**config.mk**
```make
export PLATFORM = sky130hd
export DESIGN_NAME = fpes_ctrl
export DESIGN_NICKNAME = d
export VERILOG_FILES = /design/src/fpes_pkg.sv /design/src/fpes_bus_cycle.sv /design/src/fpes_ctrl.sv
export VERILOG_INCLUDE_DIRS = /design/src /design/src/src
export SDC_FILE = /design/constraint.sdc
export NUM_CORES = 1
export LEC_CHECK = 0
export BUFFER_PORTS_ARGS = -buffer_cell sky130_fd_sc_hd__buf_2
export CAP_MARGIN = 40
export CORE_MARGIN = 10
export CORE_UTILIZATION = 30
export DETAILED_ROUTE_END_ITERATION = 16
export HOLD_SLACK_MARGIN = 0.06
export PLACE_DENSITY = 0.49
export SLEW_MARGIN = 15
export SYNTH_ARGS = -nofsm -noshare
export SYNTH_HDL_FRONTEND = slang
export SYNTH_SLANG_ARGS = --single-unit
```
**constraint.sdc**
```tcl
create_clock -name I_CORE_CLK -period 7.6 [get_ports I_CORE_CLK]
set_clock_uncertainty 0.2 [all_clocks]
set_input_delay 0 -clock I_CORE_CLK [delete_from_list [all_inputs] [get_ports I_CORE_CLK]]
set_output_delay 0 -clock I_CORE_CLK [all_outputs]
set_load 0.005 [all_outputs]
```
**src/fpes_regs.svh**
```systemverilog
// Register offsets, command codes and timing constants of the flash sequencer controller.
`ifndef FPES_REGS_SVH
`define FPES_REGS_SVH

`define FPES_OFS_CTRL 12'h000
`define FPES_OFS_ADDR 12'h004
`define FPES_OFS_DATA 12'h008
`define FPES_OFS_STAT 12'h00C
`define FPES_OFS_RDAT 12'h010

`define FPES_CTRL_GO_BIT 0
`define FPES_CTRL_OP_LSB 4
`define FPES_CTRL_OP_W 4
`define FPES_CTRL_ACC_BIT 8
`define FPES_CTRL_BYTE_BIT 9
`define FPES_CTRL_RST_BIT 10

`define FPES_STAT_BUSY_BIT 0
`define FPES_STAT_RB_BIT 1
`define FPES_STAT_SEC_BIT 2
`define FPES_STAT_BYP_BIT 3

`define FPES_UNLOCK1_ADDR 20'h00555
`define FPES_UNLOCK2_ADDR 20'h002AA
`define FPES_UNLOCK1_DATA 16'h00AA
`define FPES_UNLOCK2_DATA 16'h0055
`define FPES_CMD_SEC_ENTRY 16'h0088
`define FPES_CMD_EXIT 16'h0090
`define FPES_CMD_ZERO 16'h0000
`define FPES_CMD_PROG 16'h00A0
`define FPES_CMD_BYPASS 16'h0020
`define FPES_CMD_ERASE_SETUP 16'h0080
`define FPES_CMD_CHIP_ERASE 16'h0010
`define FPES_CMD_SECT_ERASE 16'h0030
`define FPES_CMD_SUSPEND 16'h00B0
`define FPES_CMD_RESET 16'h00F0

`define FPES_CLK_MHZ 25
`define FPES_TIMEOUT_NS 50000
`define FPES_TIMEOUT_CYC ((`FPES_TIMEOUT_NS * `FPES_CLK_MHZ) / 1000)
`define FPES_WE_LOW_CYC 3
`define FPES_WE_HIGH_CYC 2
`define FPES_RST_CYC 13

`endif

```
**src/fpes_pkg.sv**
```systemverilog
// Types shared by the flash sequencer controller.
package fpes_pkg;
   typedef enum logic [3:0] {
      FPES_OP_RESET, FPES_OP_SEC_ENTER, FPES_OP_SEC_EXIT, FPES_OP_PROG,
      FPES_OP_BYP_ENTER, FPES_OP_BYP_PROG, FPES_OP_BYP_EXIT, FPES_OP_CHIP_ERASE,
      FPES_OP_SECT_ERASE, FPES_OP_SECT_ADD, FPES_OP_SUSPEND, FPES_OP_READ
   } fpes_op_t;

   typedef struct packed {
      logic [19:0] addr;
      logic [15:0] data;
      logic last;
   } fpes_cyc_t;

   typedef struct packed {
      logic [19:0] addr;
      logic [15:0] dq_o;
      logic dq_oe;
      logic ce_n;
      logic we_n;
      logic oe_n;
      logic reset_n;
      logic byte_word_select;
      logic accel_high_voltage;
   } fpes_pins_t;
endpackage

```
**src/fpes_bus_cycle.sv**
```systemverilog
// One asynchronous flash write or read cycle, framed by write enable or output enable.
`timescale 1ns/1ps
module fpes_bus_cycle
   import fpes_pkg::*;
#(
   parameter int LOW_CYC = 3,
   parameter int HIGH_CYC = 2
) (
   input wire logic i_clk,
   input wire logic i_rst,
   input wire logic i_start,
   input wire logic i_read,
   input wire fpes_cyc_t i_cyc,
   input wire logic [15:0] i_dq_sync,
   output logic o_done,
   output logic [15:0] o_rdata,
   output logic [19:0] o_addr,
   output logic [15:0] o_dq,
   output logic o_dq_oe,
   output logic o_we_n,
   output logic o_oe_n
);
   typedef enum logic [1:0] {FPES_BC_IDLE, FPES_BC_LOW, FPES_BC_HIGH} fpes_bc_st_t;
   typedef struct packed {
      fpes_bc_st_t st;
      logic [7:0] cnt;
      logic rd;
      logic done;
      logic [15:0] rdata;
      logic [19:0] addr;
      logic [15:0] dq;
      logic dq_oe;
      logic we_n;
      logic oe_n;
   } fpes_bc_t;
   fpes_bc_t s_q, s_d;

   always_comb begin
      s_d = s_q;
      s_d.done = 1'b0;
      case (s_q.st)
         FPES_BC_IDLE: begin
            if (i_start) begin
               s_d.st = FPES_BC_LOW;
               s_d.cnt = 8'h00;
               s_d.rd = i_read;
               s_d.addr = i_cyc.addr;
               s_d.dq = i_cyc.data;
               s_d.dq_oe = !i_read;
               s_d.we_n = i_read;
               s_d.oe_n = !i_read;
            end
         end
         FPES_BC_LOW: begin
            s_d.cnt = s_q.cnt + 8'h01;
            if (s_q.cnt == 8'(LOW_CYC - 1)) begin
               // Data is latched by the flash on this rising write enable edge.
               s_d.st = FPES_BC_HIGH;
               s_d.cnt = 8'h00;
               s_d.we_n = 1'b1;
               s_d.oe_n = 1'b1;
               if (s_q.rd) begin
                  s_d.rdata = i_dq_sync;
               end
            end
         end
         FPES_BC_HIGH: begin
            s_d.cnt = s_q.cnt + 8'h01;
            if (s_q.cnt == 8'(HIGH_CYC - 1)) begin
               s_d.st = FPES_BC_IDLE;
               s_d.dq_oe = 1'b0;
               s_d.done = 1'b1;
            end
         end
         default: s_d.st = FPES_BC_IDLE;
      endcase
   end

   always_ff @(posedge i_clk or posedge i_rst) begin
      if (i_rst) begin
         s_q <= '{st: FPES_BC_IDLE, cnt: 8'h00, rd: 1'b0, done: 1'b0, rdata: 16'h0000,
                  addr: 20'h00000, dq: 16'h0000, dq_oe: 1'b0, we_n: 1'b1, oe_n: 1'b1};
      end else begin
         s_q <= s_d;
      end
   end

   assign o_done = s_q.done;
   assign o_rdata = s_q.rdata;
   assign o_addr = s_q.addr;
   assign o_dq = s_q.dq;
   assign o_dq_oe = s_q.dq_oe;
   assign o_we_n = s_q.we_n;
   assign o_oe_n = s_q.oe_n;

   chk_we_pulse_width: assert property (@(posedge i_clk) disable iff (i_rst)
      $fell(o_we_n) |-> !o_we_n [*3] ##1 o_we_n)
      else $error("write enable low time wrong");
   chk_data_stable: assert property (@(posedge i_clk) disable iff (i_rst)
      !o_we_n && !$fell(o_we_n) |-> $stable(o_dq) && $stable(o_addr) && o_dq_oe)
      else $error("bus changed during write pulse");
endmodule

```
**src/fpes_ctrl.sv**
```systemverilog
// Host-side controller that issues flash command sequences ordered over AXI4-Lite.
//
// Our own choices: register access over AXI4-Lite and the address map.
`timescale 1ns/1ps
`include "fpes_regs.svh"
module fpes_ctrl
   import fpes_pkg::*;
#(
   parameter int TIMEOUT_CYC = `FPES_TIMEOUT_CYC,
   parameter int RST_CYC = `FPES_RST_CYC
) (
   input wire logic I_CORE_CLK,
   input wire logic I_RST,
   input wire logic I_AWVALID,
   output logic O_AWREADY,
   input wire logic [11:0] I_AWADDR,
   input wire logic I_WVALID,
   output logic O_WREADY,
   input wire logic [31:0] I_WDATA,
   input wire logic [3:0] I_WSTRB,
   output logic O_BVALID,
   input wire logic I_BREADY,
   output logic [1:0] O_BRESP,
   input wire logic I_ARVALID,
   output logic O_ARREADY,
   input wire logic [11:0] I_ARADDR,
   output logic O_RVALID,
   input wire logic I_RREADY,
   output logic [31:0] O_RDATA,
   output logic [1:0] O_RRESP,
   output logic [19:0] O_FL_ADDR,
   output logic [15:0] O_FL_DQ,
   output logic O_FL_DQ_OE,
   input wire logic [15:0] I_FL_DQ,
   output logic O_FL_CE_N,
   output logic O_FL_WE_N,
   output logic O_FL_OE_N,
   output logic O_FL_RESET_N,
   output logic O_FL_BYTE_WORD_SELECT,
   output logic O_FL_ACCEL_HIGH_VOLTAGE,
   input wire logic I_FL_READY_BUSY_N
);
   typedef enum logic [2:0] {
      FPES_IDLE, FPES_CYCLE, FPES_WAIT, FPES_HWRST, FPES_DRAIN
   } fpes_st_t;

   typedef struct packed {
      fpes_st_t st;
      logic [2:0] idx;
      fpes_op_t op;
      logic [19:0] addr;
      logic [15:0] data;
      logic [31:0] tmr;
      logic busy;
      logic in_secure;
      logic in_bypass;
      logic timer_run;
      logic byte_sel;
      logic accel;
      logic reset_n;
      logic ce_n;
      logic [15:0] rdat;
      logic aw_got;
      logic w_got;
      logic [11:0] awaddr;
      logic [31:0] wdata;
      logic bvalid;
      logic rvalid;
      logic [31:0] rdata;
      logic [1:0] rresp;
      logic [1:0] bresp;
   } fpes_state_t;
   fpes_state_t s_q, s_d;

   logic [15:0] dq_meta_q, dq_sync_q;
   logic rb_meta_q, rb_sync_q;
   logic cyc_start, cyc_read, cyc_done;
   logic [15:0] cyc_rdata;
   fpes_cyc_t cyc;

   ////////////////////////////////////////////////////////////////////////////////
   // Cycle table of each command sequence; the last entry carries last set.

   function automatic fpes_cyc_t seq_cycle(input fpes_op_t op, input logic [2:0] idx,
                                           input logic [19:0] a, input logic [15:0] d);
      fpes_cyc_t c;
      c = '{addr: `FPES_UNLOCK1_ADDR, data: `FPES_UNLOCK1_DATA, last: 1'b0};
      if (idx == 3'h1 || idx == 3'h4) begin
         c = '{addr: `FPES_UNLOCK2_ADDR, data: `FPES_UNLOCK2_DATA, last: 1'b0};
      end
      case (op)
         FPES_OP_RESET: c = '{addr: a, data: `FPES_CMD_RESET, last: 1'b1};
         FPES_OP_SEC_ENTER: if (idx == 3'h2) c.data = `FPES_CMD_SEC_ENTRY;
         FPES_OP_SEC_EXIT: begin
            if (idx == 3'h2) c.data = `FPES_CMD_EXIT;
            if (idx == 3'h3) c = '{addr: a, data: `FPES_CMD_ZERO, last: 1'b0};
         end
         FPES_OP_PROG: begin
            if (idx == 3'h2) c.data = `FPES_CMD_PROG;
            if (idx == 3'h3) c = '{addr: a, data: d, last: 1'b0};
         end
         FPES_OP_BYP_ENTER: if (idx == 3'h2) c.data = `FPES_CMD_BYPASS;
         FPES_OP_BYP_PROG: c = (idx == 3'h0) ? '{addr: a, data: `FPES_CMD_PROG, last: 1'b0}
                                             : '{addr: a, data: d, last: 1'b0};
         FPES_OP_BYP_EXIT: c = (idx == 3'h0) ? '{addr: a, data: `FPES_CMD_EXIT, last: 1'b0}
                                             : '{addr: a, data: `FPES_CMD_ZERO, last: 1'b0};
         FPES_OP_CHIP_ERASE: begin
            if (idx == 3'h2) c.data = `FPES_CMD_ERASE_SETUP;
            if (idx == 3'h5) c.data = `FPES_CMD_CHIP_ERASE;
         end
         FPES_OP_SECT_ERASE: begin
            if (idx == 3'h2) c.data = `FPES_CMD_ERASE_SETUP;
            if (idx == 3'h5) c = '{addr: a, data: `FPES_CMD_SECT_ERASE, last: 1'b0};
         end
         FPES_OP_SECT_ADD: c = '{addr: a, data: `FPES_CMD_SECT_ERASE, last: 1'b1};
         FPES_OP_SUSPEND: c = '{addr: a, data: `FPES_CMD_SUSPEND, last: 1'b1};
         FPES_OP_READ: c = '{addr: a, data: 16'h0000, last: 1'b1};
         default: c.last = 1'b1;
      endcase
      if (idx == seq_len(op)) c.last = 1'b1;
      return c;
   endfunction

   function automatic logic [2:0] seq_len(input fpes_op_t op);
      case (op)
         FPES_OP_SEC_ENTER, FPES_OP_BYP_ENTER: seq_len = 3'h2;
         FPES_OP_SEC_EXIT, FPES_OP_PROG: seq_len = 3'h3;
         FPES_OP_BYP_PROG, FPES_OP_BYP_EXIT: seq_len = 3'h1;
         FPES_OP_CHIP_ERASE, FPES_OP_SECT_ERASE: seq_len = 3'h5;
         default: seq_len = 3'h0;
      endcase
   endfunction

   // Ops the flash takes in its current mode; others are refused without starting any flash bus cycle.
   function automatic logic op_legal(input fpes_op_t op, input logic byp, input logic tmr,
                                     input logic busy, input logic acc);
      if (op == FPES_OP_RESET) op_legal = !busy && !byp && !acc;
      else if (tmr) op_legal = (op == FPES_OP_SECT_ADD) || (op == FPES_OP_SUSPEND);
      else if (busy) op_legal = (op == FPES_OP_SUSPEND) || (op == FPES_OP_READ);
      else if (byp || acc) op_legal = (op == FPES_OP_BYP_PROG) ||
                                      (op == FPES_OP_BYP_EXIT && !acc) ||
                                      (op == FPES_OP_READ);
      else op_legal = (op != FPES_OP_BYP_PROG) && (op != FPES_OP_BYP_EXIT) &&
                      (op != FPES_OP_SECT_ADD) && (op != FPES_OP_SUSPEND);
   endfunction

   ////////////////////////////////////////////////////////////////////////////////
   // Pin synchronisers; the bus is sampled only after two flops.

   always_ff @(posedge I_CORE_CLK or posedge I_RST) begin
      if (I_RST) begin
         dq_meta_q <= 16'h0000;
         dq_sync_q <= 16'h0000;
         rb_meta_q <= 1'b1;
         rb_sync_q <= 1'b1;
      end else begin
         dq_meta_q <= I_FL_DQ;
         dq_sync_q <= dq_meta_q;
         rb_meta_q <= I_FL_READY_BUSY_N;
         rb_sync_q <= rb_meta_q;
      end
   end

   assign cyc = seq_cycle(s_q.op, s_q.idx, s_q.addr, s_q.data);
   assign cyc_read = (s_q.op == FPES_OP_READ);

   fpes_bus_cycle #(
      .LOW_CYC(`FPES_WE_LOW_CYC),
      .HIGH_CYC(`FPES_WE_HIGH_CYC)
   ) u_cycle (
      .i_clk(I_CORE_CLK),
      .i_rst(I_RST),
      .i_start(cyc_start),
      .i_read(cyc_read),
      .i_cyc(cyc),
      .i_dq_sync(dq_sync_q),
      .o_done(cyc_done),
      .o_rdata(cyc_rdata),
      .o_addr(O_FL_ADDR),
      .o_dq(O_FL_DQ),
      .o_dq_oe(O_FL_DQ_OE),
      .o_we_n(O_FL_WE_N),
      .o_oe_n(O_FL_OE_N)
   );

   ////////////////////////////////////////////////////////////////////////////////
   // Sequencer and AXI4-Lite slave.

   always_comb begin
      fpes_op_t new_op;
      logic wr_fire;
      new_op = fpes_op_t'(s_q.wdata[`FPES_CTRL_OP_LSB +: `FPES_CTRL_OP_W]);
      s_d = s_q;
      cyc_start = 1'b0;
      wr_fire = 1'b0;
      if (I_AWVALID && !s_q.aw_got && !s_q.bvalid) begin
         s_d.aw_got = 1'b1;
         s_d.awaddr = I_AWADDR;
      end
      if (I_WVALID && !s_q.w_got && !s_q.bvalid) begin
         s_d.w_got = 1'b1;
         s_d.wdata = I_WDATA;
      end
      if (s_q.bvalid && I_BREADY) s_d.bvalid = 1'b0;
      if (s_q.rvalid && I_RREADY) s_d.rvalid = 1'b0;
      if (I_ARVALID && !s_q.rvalid) begin
         s_d.rvalid = 1'b1;
         s_d.rresp = 2'h0;
         case (I_ARADDR)
            `FPES_OFS_CTRL: s_d.rdata = {21'h000000, s_q.reset_n == 1'b0, s_q.byte_sel,
                                         s_q.accel, 4'(s_q.op), 4'h0};
            `FPES_OFS_ADDR: s_d.rdata = {12'h000, s_q.addr};
            `FPES_OFS_DATA: s_d.rdata = {16'h0000, s_q.data};
            `FPES_OFS_STAT: s_d.rdata = {28'h0000000, s_q.in_bypass || s_q.accel, s_q.in_secure,
                                         rb_sync_q, s_q.busy || s_q.st != FPES_IDLE};
            `FPES_OFS_RDAT: s_d.rdata = {16'h0000, s_q.rdat};
            default: begin
               s_d.rdata = 32'h00000000;
               s_d.rresp = 2'h2;
            end
         endcase
      end
      if (s_q.aw_got && s_q.w_got && !s_q.bvalid) begin
         s_d.aw_got = 1'b0;
         s_d.w_got = 1'b0;
         s_d.bvalid = 1'b1;
         s_d.bresp = 2'h0;
         wr_fire = 1'b1;
         case (s_q.awaddr)
            `FPES_OFS_CTRL: begin
               s_d.accel = s_q.wdata[`FPES_CTRL_ACC_BIT];
               s_d.byte_sel = s_q.wdata[`FPES_CTRL_BYTE_BIT];
            end
            `FPES_OFS_ADDR: s_d.addr = s_q.wdata[19:0];
            `FPES_OFS_DATA: s_d.data = s_q.wdata[15:0];
            `FPES_OFS_STAT, `FPES_OFS_RDAT: ;
            default: s_d.bresp = 2'h2;
         endcase
      end
      // Busy drops once the flash reports ready and no erase window is still open, or at the end of a hardware reset.
      if (s_q.busy && rb_sync_q && !s_q.timer_run) s_d.busy = 1'b0;
      case (s_q.st)
         FPES_IDLE: begin
            if (wr_fire && s_q.awaddr == `FPES_OFS_CTRL) begin
               if (s_q.wdata[`FPES_CTRL_RST_BIT]) begin
                  s_d.st = FPES_HWRST;
                  s_d.tmr = 32'h00000000;
                  s_d.reset_n = 1'b0;
               end else if (s_q.wdata[`FPES_CTRL_GO_BIT] &&
                            op_legal(new_op, s_q.in_bypass, s_q.timer_run, s_q.busy,
                                     s_q.accel)) begin
                  s_d.st = FPES_CYCLE;
                  s_d.op = new_op;
                  s_d.idx = 3'h0;
                  s_d.ce_n = 1'b0;
               end
            end else if (s_q.timer_run) begin
               s_d.tmr = s_q.tmr + 32'h00000001;
               if (s_q.tmr >= 32'(TIMEOUT_CYC - 1)) s_d.timer_run = 1'b0;
            end
         end
         FPES_CYCLE: begin
            cyc_start = 1'b1;
            s_d.st = FPES_WAIT;
         end
         FPES_WAIT: begin
            if (cyc_done) begin
               if (cyc.last) begin
                  s_d.st = FPES_IDLE;
                  s_d.ce_n = 1'b1;
                  if (cyc_read) s_d.rdat = cyc_rdata;
                  case (s_q.op)
                     FPES_OP_SEC_ENTER: s_d.in_secure = 1'b1;
                     FPES_OP_SEC_EXIT: s_d.in_secure = 1'b0;
                     FPES_OP_BYP_ENTER: s_d.in_bypass = 1'b1;
                     FPES_OP_BYP_EXIT: s_d.in_bypass = 1'b0;
                     FPES_OP_RESET: s_d.in_bypass = 1'b0;
                     FPES_OP_PROG, FPES_OP_BYP_PROG, FPES_OP_CHIP_ERASE: s_d.busy = 1'b1;
                     FPES_OP_SECT_ERASE, FPES_OP_SECT_ADD: begin
                        s_d.busy = 1'b1;
                        s_d.timer_run = 1'b1;
                        s_d.tmr = 32'h00000000;
                     end
                     FPES_OP_SUSPEND: s_d.timer_run = 1'b0;
                     default: ;
                  endcase
               end else begin
                  s_d.st = FPES_CYCLE;
                  s_d.idx = s_q.idx + 3'h1;
               end
            end
         end
         FPES_HWRST: begin
            s_d.tmr = s_q.tmr + 32'h00000001;
            if (s_q.tmr >= 32'(RST_CYC - 1)) begin
               s_d.st = FPES_DRAIN;
               s_d.reset_n = 1'b1;
               s_d.in_secure = 1'b0;
               s_d.in_bypass = 1'b0;
               s_d.busy = 1'b0;
               s_d.timer_run = 1'b0;
            end
         end
         FPES_DRAIN: s_d.st = FPES_IDLE;
         default: s_d.st = FPES_IDLE;
      endcase
   end

   always_ff @(posedge I_CORE_CLK or posedge I_RST) begin
      if (I_RST) begin
         s_q <= '0;
         s_q.st <= FPES_IDLE;
         s_q.op <= FPES_OP_RESET;
         s_q.reset_n <= 1'b1;
         s_q.ce_n <= 1'b1;
      end else begin
         s_q <= s_d;
      end
   end

   assign O_AWREADY = !s_q.aw_got && !s_q.bvalid;
   assign O_WREADY = !s_q.w_got && !s_q.bvalid;
   assign O_ARREADY = !s_q.rvalid;
   assign O_BVALID = s_q.bvalid;
   assign O_BRESP = s_q.bresp;
   assign O_RVALID = s_q.rvalid;
   assign O_RDATA = s_q.rdata;
   assign O_RRESP = s_q.rresp;
   assign O_FL_CE_N = s_q.ce_n;
   assign O_FL_RESET_N = s_q.reset_n;
   assign O_FL_BYTE_WORD_SELECT = s_q.byte_sel;
   assign O_FL_ACCEL_HIGH_VOLTAGE = s_q.accel;

   chk_reset_len: assert property (@(posedge I_CORE_CLK) disable iff (I_RST)
      $fell(O_FL_RESET_N) |-> !O_FL_RESET_N [*8])
      else $error("flash reset pulse too short");
   chk_busy_refuse: assert property (@(posedge I_CORE_CLK) disable iff (I_RST)
      s_q.busy && !s_q.timer_run && s_q.st == FPES_CYCLE |->
      s_q.op == FPES_OP_SUSPEND || s_q.op == FPES_OP_READ)
      else $error("command issued while flash busy");
   chk_window_only: assert property (@(posedge I_CORE_CLK) disable iff (I_RST)
      s_q.timer_run && s_q.st == FPES_CYCLE |->
      s_q.op == FPES_OP_SECT_ADD || s_q.op == FPES_OP_SUSPEND)
      else $error("foreign command in erase window");
   chk_bypass_only: assert property (@(posedge I_CORE_CLK) disable iff (I_RST)
      s_q.in_bypass && !s_q.busy && s_q.st == FPES_CYCLE |->
      s_q.op inside {FPES_OP_BYP_PROG, FPES_OP_BYP_EXIT, FPES_OP_READ})
      else $error("illegal command in bypass");
   chk_window_bound: assert property (@(posedge I_CORE_CLK) disable iff (I_RST)
      s_q.timer_run |-> s_q.tmr < 32'(TIMEOUT_CYC))
      else $error("erase window overran");
   chk_seq_count: assert property (@(posedge I_CORE_CLK) disable iff (I_RST)
      s_q.st == FPES_CYCLE |-> s_q.idx <= seq_len(s_q.op))
      else $error("sequence cycle index out of range");
   chk_secure_exit: assert property (@(posedge I_CORE_CLK) disable iff (I_RST)
      s_q.st == FPES_HWRST ##1 s_q.st == FPES_DRAIN |-> !s_q.in_secure)
      else $error("secure mode kept over reset");
   chk_ce_frame: assert property (@(posedge I_CORE_CLK) disable iff (I_RST)
      !O_FL_WE_N |-> !O_FL_CE_N)
      else $error("write enable outside chip enable");

   cov_prog: cover property (@(posedge I_CORE_CLK) s_q.op == FPES_OP_PROG && cyc_done && cyc.last);
   cov_sect: cover property (@(posedge I_CORE_CLK) $fell(s_q.timer_run));
   cov_byp: cover property (@(posedge I_CORE_CLK) s_q.op == FPES_OP_BYP_PROG && cyc_done);
   cov_rst: cover property (@(posedge I_CORE_CLK) $rose(O_FL_RESET_N));
endmodule

```
==> impl_metrics.csv, run 1 <==
group,metric,value,unit
die,die_h,227,microns
timing,slew_viol_final,0,
job,drv_cap,0,
timing,rsz0062_at_grt,"no",
global_route,grt_pass1_wl,59500,microns
final_layout,areaGrowthSynthToFinish,23.3,%
power_and_ir_drop,total_power,3.55,mW
final_layout,fin_util,0.376,
routing,drt-total-wl,37700,microns
routing,drt_iter0_markers,719,
clock_tree,cts_max_path_buffers,3,
synthesis,synth_top_area_frac,0.497,
synthesis,yosysSeqAreaShare,0.510,
worst_setup_path,endpoint_kind,"flip-flop",
timing,setup_slack,4.09,ns
worst_setup_path,r2r_start,"s_q[176]",
die,die_x,227,microns
timing,finalCriticalPeriod,3.51,ns
worst_setup_path,worstReg2RegEnd,"s_q[90]",
power_and_ir_drop,p_per_area,224,nW/um^2
placed_design,placed_cells,1779,
worst_setup_path,worstPathArrival,3.77,ns
final_layout,nFillCells,4168,
clock_tree,post_cts_buffers,0,
timing,fin_setup_tns,0,ns
synthesis,synth_ff_type,"dfrtp_1",
die,ios,168,
timing,fmax,0.285,GHz
final_layout,layout.nets,1487,
routing,routed-via-count,9896,
worst_setup_path,startpoint,"s_q[176]",
die,rows,75,
min_path,hold_class,"in -> reg",
timing,hold_ws,0.0694,ns
global_route,track_usage,0.146,
routing,wire_per_inst,19.3,microns
worst_setup_path,crit_end,"s_q[90]",
routing,ant_nets,0,
run_status,status,"finished, final reports clean",
synthesis,yosysTopAreaCell,"dfrtp_1",
timing,finalSetupViolCount,0,
synthesis,ys_ff_latch,261,
clock_tree,cts.repair.resized,0,
global_route,grt_max_degree,96,
synthesis,synth_warnings,0,
power_and_ir_drop,ir_worst_vdd,0.000154,V
timing,slew_headroom,0.441,
clock_tree,cts_tree,"yes",
routing,drt_first_pass_iters,6,
worst_setup_path,path_class,"reg -> reg",
worst_setup_path,ff2ff_setup_slack,4.09,ns
placed_design,dp_hpwl,26400,microns
placed_design,dp_slack,4.12,ns
die,dieArea,51500,sq um
global_route,grt-ovfl-total,0,
placed_design,dpl_cell_area,13600,sq um
routing,via_per_inst,5.07,
timing,hold_violations,0,
clock_tree,clk_latency,0.58,ns
synthesis,avgSynthCellArea,10.6,sq um
timing,period_share,0.462,
worst_setup_path,critPathMaxFanout,16,
die,coreArea,42100,sq um
final_layout,final_area,15800,sq um
final_layout,final_cell_count_no_fill,1952,
routing,drc,0,
synthesis,netlist_area,12800,sq um
timing,max_slew.worst_pin.slew,0.836,ns
worst_setup_path,start_kind,"flip-flop",
placed_design,io_buffer_count,137,
placed_design,routabilityCongestion,0.909,
global_route,antenna_found_initial,1,
global_route,grt_pass1_vias,9975,
synthesis,synth_edf_count,0,
clock_tree,cts.sinks,261,
worst_setup_path,cp.required,7.85,ns
clock_tree,htree_levels,1,
final_layout,drive_above_1_share,0.246,
synthesis,async_flop_share,1.00,
synthesis,synthDistinctLibCells,83,
worst_setup_path,r2r_cells,7,
clock_tree,path_clk_slew,0.06,ns
die,initial_core_util,0.305,
power_and_ir_drop,power.leakage,7.33,nW
synthesis,synth.area.top_cells,"dfrtp_1 50%, mux2_2 9.5%, buf_4 4.3%",
synthesis,syn_inst,1213,
clock_tree,clockRootBuffer,"clkbuf_16",
clock_tree,numCtsBuffers,30,
metal layers:
layer  global-route usage  part of all wire
met1                0.202              0.47
met2                0.231              0.45
met3               0.0276             0.059
met4               0.0370             0.016
met5                    0                 0
cells in the final DEF, fill, tap and decap left out, types with 33 or more instances in the layout:
| cell type | instances |
|---|---|
| buf_2 | 140 |
| a22o_1 | 33 |
| nor2_1 | 64 |
| mux2_2 | 108 |
| dlygate4sd3_1 | 116 |
| nand2_1 | 99 |
| a21oi_1 | 43 |
| o21ai_0 | 85 |
| nand3_1 | 36 |
| dfrtp_1 | 255 |
cell families (layout without fill, tap and decap cells):
logic type | count (synthesis) | count (layout) | synth area share
adder cells (fa/ha/maj) | 15 | 15 | 0.0146
XOR/XNOR | 3 | 3 | 0.00205
buffers and inverters | 176 | 362 | 0.0769
AND/OR/NAND/NOR | 335 | 335 | 0.134
AO/OA/AOI/OAI | 307 | 307 | 0.163
flip-flops | 261 | 261 | 0.510
multiplexers | 115 | 115 | 0.100
other | 1 | 15 | 0.000292
worst min-delay path by stage:
stage,start,endpoint,slack [ns],cells past startpoint
after floorplan,I_FL_READY_BUSY_N,rb_meta_q,-0.20,0
after global placement,I_FL_DQ[14],dq_meta_q[14],-0.09,1
after detailed placement,I_FL_DQ[7],dq_meta_q[7],-0.09,1
after CTS,I_ARADDR[10],O_RDATA[1],0.06,6
after global routing,I_ARADDR[11],O_RDATA[1],0.15,6
final,I_ARADDR[10],O_RDATA[1],0.07,6
synth_stat cells (14+ instances only):
| cell type | number |
|---|---|
| and3_1 | 14 |
| nand3_1 | 37 |
| clkbuf_1 | 45 |
| ha_1 | 15 |
| nor4_1 | 15 |
| o21ai_0 | 85 |
| a21o_1 | 15 |
| dfrtp_1 | 255 |
| mux2_2 | 108 |
| nor3_1 | 23 |
| buf_4 | 74 |
| a21oi_1 | 43 |
| a22o_1 | 33 |
| inv_1 | 31 |
| a31oi_1 | 29 |
| o31ai_1 | 16 |
| nand2_1 | 99 |
| nor2_1 | 64 |
registers in the layout (all words and copies together), names as in the netlist, 11 cells and up:
| signal | cells |
|---|---|
| s_q | 132 |
| O_RDATA | 20 |
| u_cycle.o_addr | 20 |
| dq_meta_q | 16 |
| dq_sync_q | 16 |
| u_cycle.o_dq | 16 |
| u_cycle.o_rdata | 16 |
| u_cycle.s_q | 11 |
cell type report:
class / count / area, sq um / share of cell area
antenna: 1 / 2.50 / 0.000158
clock buffer: 46 / 871 / 0.0550
clock inverter: 10 / 150 / 0.00949
inverter: 33 / 131 / 0.00830
multi-input combinational: 789 / 5390 / 0.340
sequential: 261 / 6540 / 0.413
tap: 539 / 674 / 0.0426
timing repair buffer: 273 / 2070 / 0.131
worst max-delay path, stage by stage, from the launching register on:
cell and delay, ns:
dfrtp_1 0.73, buf_8 0.23, or2_1 0.28, nor2_2 0.08, a2bb2oi_2 0.14, or3_1 0.59
nor3_4 0.72, mux2_2 0.41
report_power, final:
group	internal [mW]	switching [mW]
logic	0.221	0.193
registers	1.51	0.141
clock network	0.891	0.590
timing repair:
action | in CTS | in global routing
setup endpoints to repair | 0 | 0
hold buffers | 116 | 0
hold endpoints to repair | 182 | 0
No activity file was read; power rests on OpenSTA's default activity.
==> run 2, diff against run 1 <==
- clock period: 7.6 -> 3.2 ns (I/O delays scaled with it)
==> impl_metrics.csv, run 2 (synthesis results as in run 1) <==
group,metric,value,unit
clock_tree,cts_tree,"yes",
routing,routed-via-count,10000,
worst_setup_path,r2r_cells,8,
final_layout,drive_above_1_share,0.262,
clock_tree,clk_latency,0.59,ns
worst_setup_path,path_class,"in -> reg",
timing,finalSetupViolCount,0,
worst_setup_path,worstPathCellList,"dlygate4sd3_1 > buf_2 > nor2_1 > nand3_1 > or3b_2 > nor2_2 > buf_4 > a222oi_1 > dlygate4sd3_1 > o21ai_0 > dlygate4sd3_1",
global_route,grt-ovfl-total,0,
min_path,hold_class,"in -> reg",
worst_setup_path,worstReg2RegEnd,"O_RDATA[0]",
final_layout,final_cell_mix,"255 x dfrtp_1, 137 x buf_2, 119 x dlygate4sd3_1, 108 x mux2_2, 99 x nand2_1",
die,dieArea,51500,sq um
timing,fmax,0.334,GHz
routing,ant_nets,0,
global_route,grt_pass1_wl,60400,microns
timing,rsz0062_at_grt,"no",
worst_setup_path,cpMostUsedCell,"dlygate4sd3_1",
run_status,status,"finished, final reports clean",
power_and_ir_drop,power.leakage,7.43,nW
job,drv_cap,0,
final_layout,final_area,16000,sq um
clock_tree,clockRootBuffer,"clkbuf_16",
worst_setup_path,max_stage_delay,0.60,ns
power_and_ir_drop,p_per_area,516,nW/um^2
worst_setup_path,cpLargestDelayFamily,"buffers and inverters",
final_layout,layout.nets,1518,
global_route,grt_pass1_vias,10100,
routing,drt_iter0_markers,753,
global_route,antenna_found_initial,0,
timing,period_share,0.936,
final_layout,antenna_cells,0,
final_layout,areaGrowthSynthToFinish,24.6,%
routing,drc,0,
clock_tree,htree_levels,1,
clock_tree,post_cts_buffers,0,
min_path,hold_path_depth,4,
power_and_ir_drop,ir_worst_vdd,0.000429,V
worst_setup_path,worst-path-buf-inv,5,
worst_setup_path,cp_slowest_cell,"or3b_2",
die,ios,168,
min_path,hold_start,"I_WVALID",
placed_design,dpl_cell_area,13800,sq um
routing,via_per_inst,5.06,
clock_tree,numCtsBuffers,30,
timing,finalCriticalPeriod,3.00,ns
clock_tree,cts.sinks,261,
worst_setup_path,endpoint_kind,"flip-flop",
min_path,holdPathEnd,"s_q[82]",
routing,drt_first_pass_iters,7,
timing,max_slew.worst_pin.slew,0.828,ns
worst_setup_path,r2r_start,"s_q[184]",
worst_setup_path,ff2ff_setup_slack,0.23,ns
die,die_x,227,microns
worst_setup_path,start_kind,"input pin",
final_layout,regMostFlops,"s_q",
final_layout,fin_util,0.379,
die,rows,75,
global_route,track_usage,0.149,
timing,hold_violations,0,
worst_setup_path,worstPathArrival,3.32,ns
placed_design,dp_hpwl,27200,microns
timing,slew_viol_final,0,
die,die_h,227,microns
placed_design,routabilityCongestion,0.893,
worst_setup_path,cp.required,3.53,ns
final_layout,largest_reg_flops,132,
worst_setup_path,cp.depth,11,
routing,drt-total-wl,38200,microns
worst_setup_path,critPathMaxFanout,9,
final_layout,final_common_cell,"dfrtp_1",
die,initial_core_util,0.305,
clock_tree,path_clk_slew,0.06,ns
routing,wire_per_inst,19.3,microns
global_route,grt_max_degree,68,
clock_tree,cts_max_path_buffers,3,
placed_design,io_buffer_count,137,
timing,slew_headroom,0.448,
die,coreArea,42100,sq um
run 2: timing repair:
action,4_1_cts,5_1_grt
gates resized for setup,0,2
endpoints found under the setup margin,0,2
hold endpoints to repair,334,0
hold buffers,119,0
run 2: area by class of cell:
class                      instances  area, sq um
multi-input combinational        789         5390
tap                              539          674
fill                            4172        26100
inverter                          33          128
clock buffer                      43          840
timing repair buffer             304         2310
clock inverter                    11          110
sequential                       261         6540
run 2: worst max path at each step:
stage	startpoint	endpoint	slack [ns]
after detailed placement	s_q[177]	s_q[99]	0.36
final	I_ARADDR[10]	O_RDATA[5]	0.20
after global routing	s_q[183]	O_RDATA[0]	0.009
after CTS	s_q[184]	O_RDATA[0]	0.12
after global placement	s_q[177]	s_q[96]	0.38
after floorplan	I_RST	O_BRESP[1]	-0.44
run 2: per-layer routing:
metal / vias up / share of wire / routed length, microns / track usage
met2: 253 / 0.45 / 17200 / 0.230
met5: - / 0 / 0 / 0
met4: 0 / 0.019 / 737 / 0.0390
met3: 42 / 0.062 / 2360 / 0.0282
met1: 4954 / 0.47 / 17900 / 0.208
li1: 4774 / - / - / -
run 2: per-stage QoR:
step	hold slack, ns	total power [mW]	setup TNS, ns	setup slack (ns)	std cells
finish	0.131	8.25	0	0.204	1980
global route	0.156	8.67	0	0.00946	1980
detailed placement	-0.260	4.90	0	0.360	1807
global placement	-0.0909	4.87	0	0.376	1806
floorplan	-0.196	4.53	-111.35	-0.437	1226
CTS	0.0815	8.39	0	0.124	1980
run 2: worst register-to-register path: cells and delay by family (launching register included):
family | cells | cell delay [ns]
buf+inv | 2 | 1.17
simple gates | 3 | 0.60
compound gates | 3 | 0.39
flops | 1 | 0.51
run 2: power breakdown:
part / switching, mW / internal (mW)
sequential: 0.320 / 3.59
clock: 1.42 / 1.90
combinational: 0.481 / 0.542
total: 2.22 / 6.04
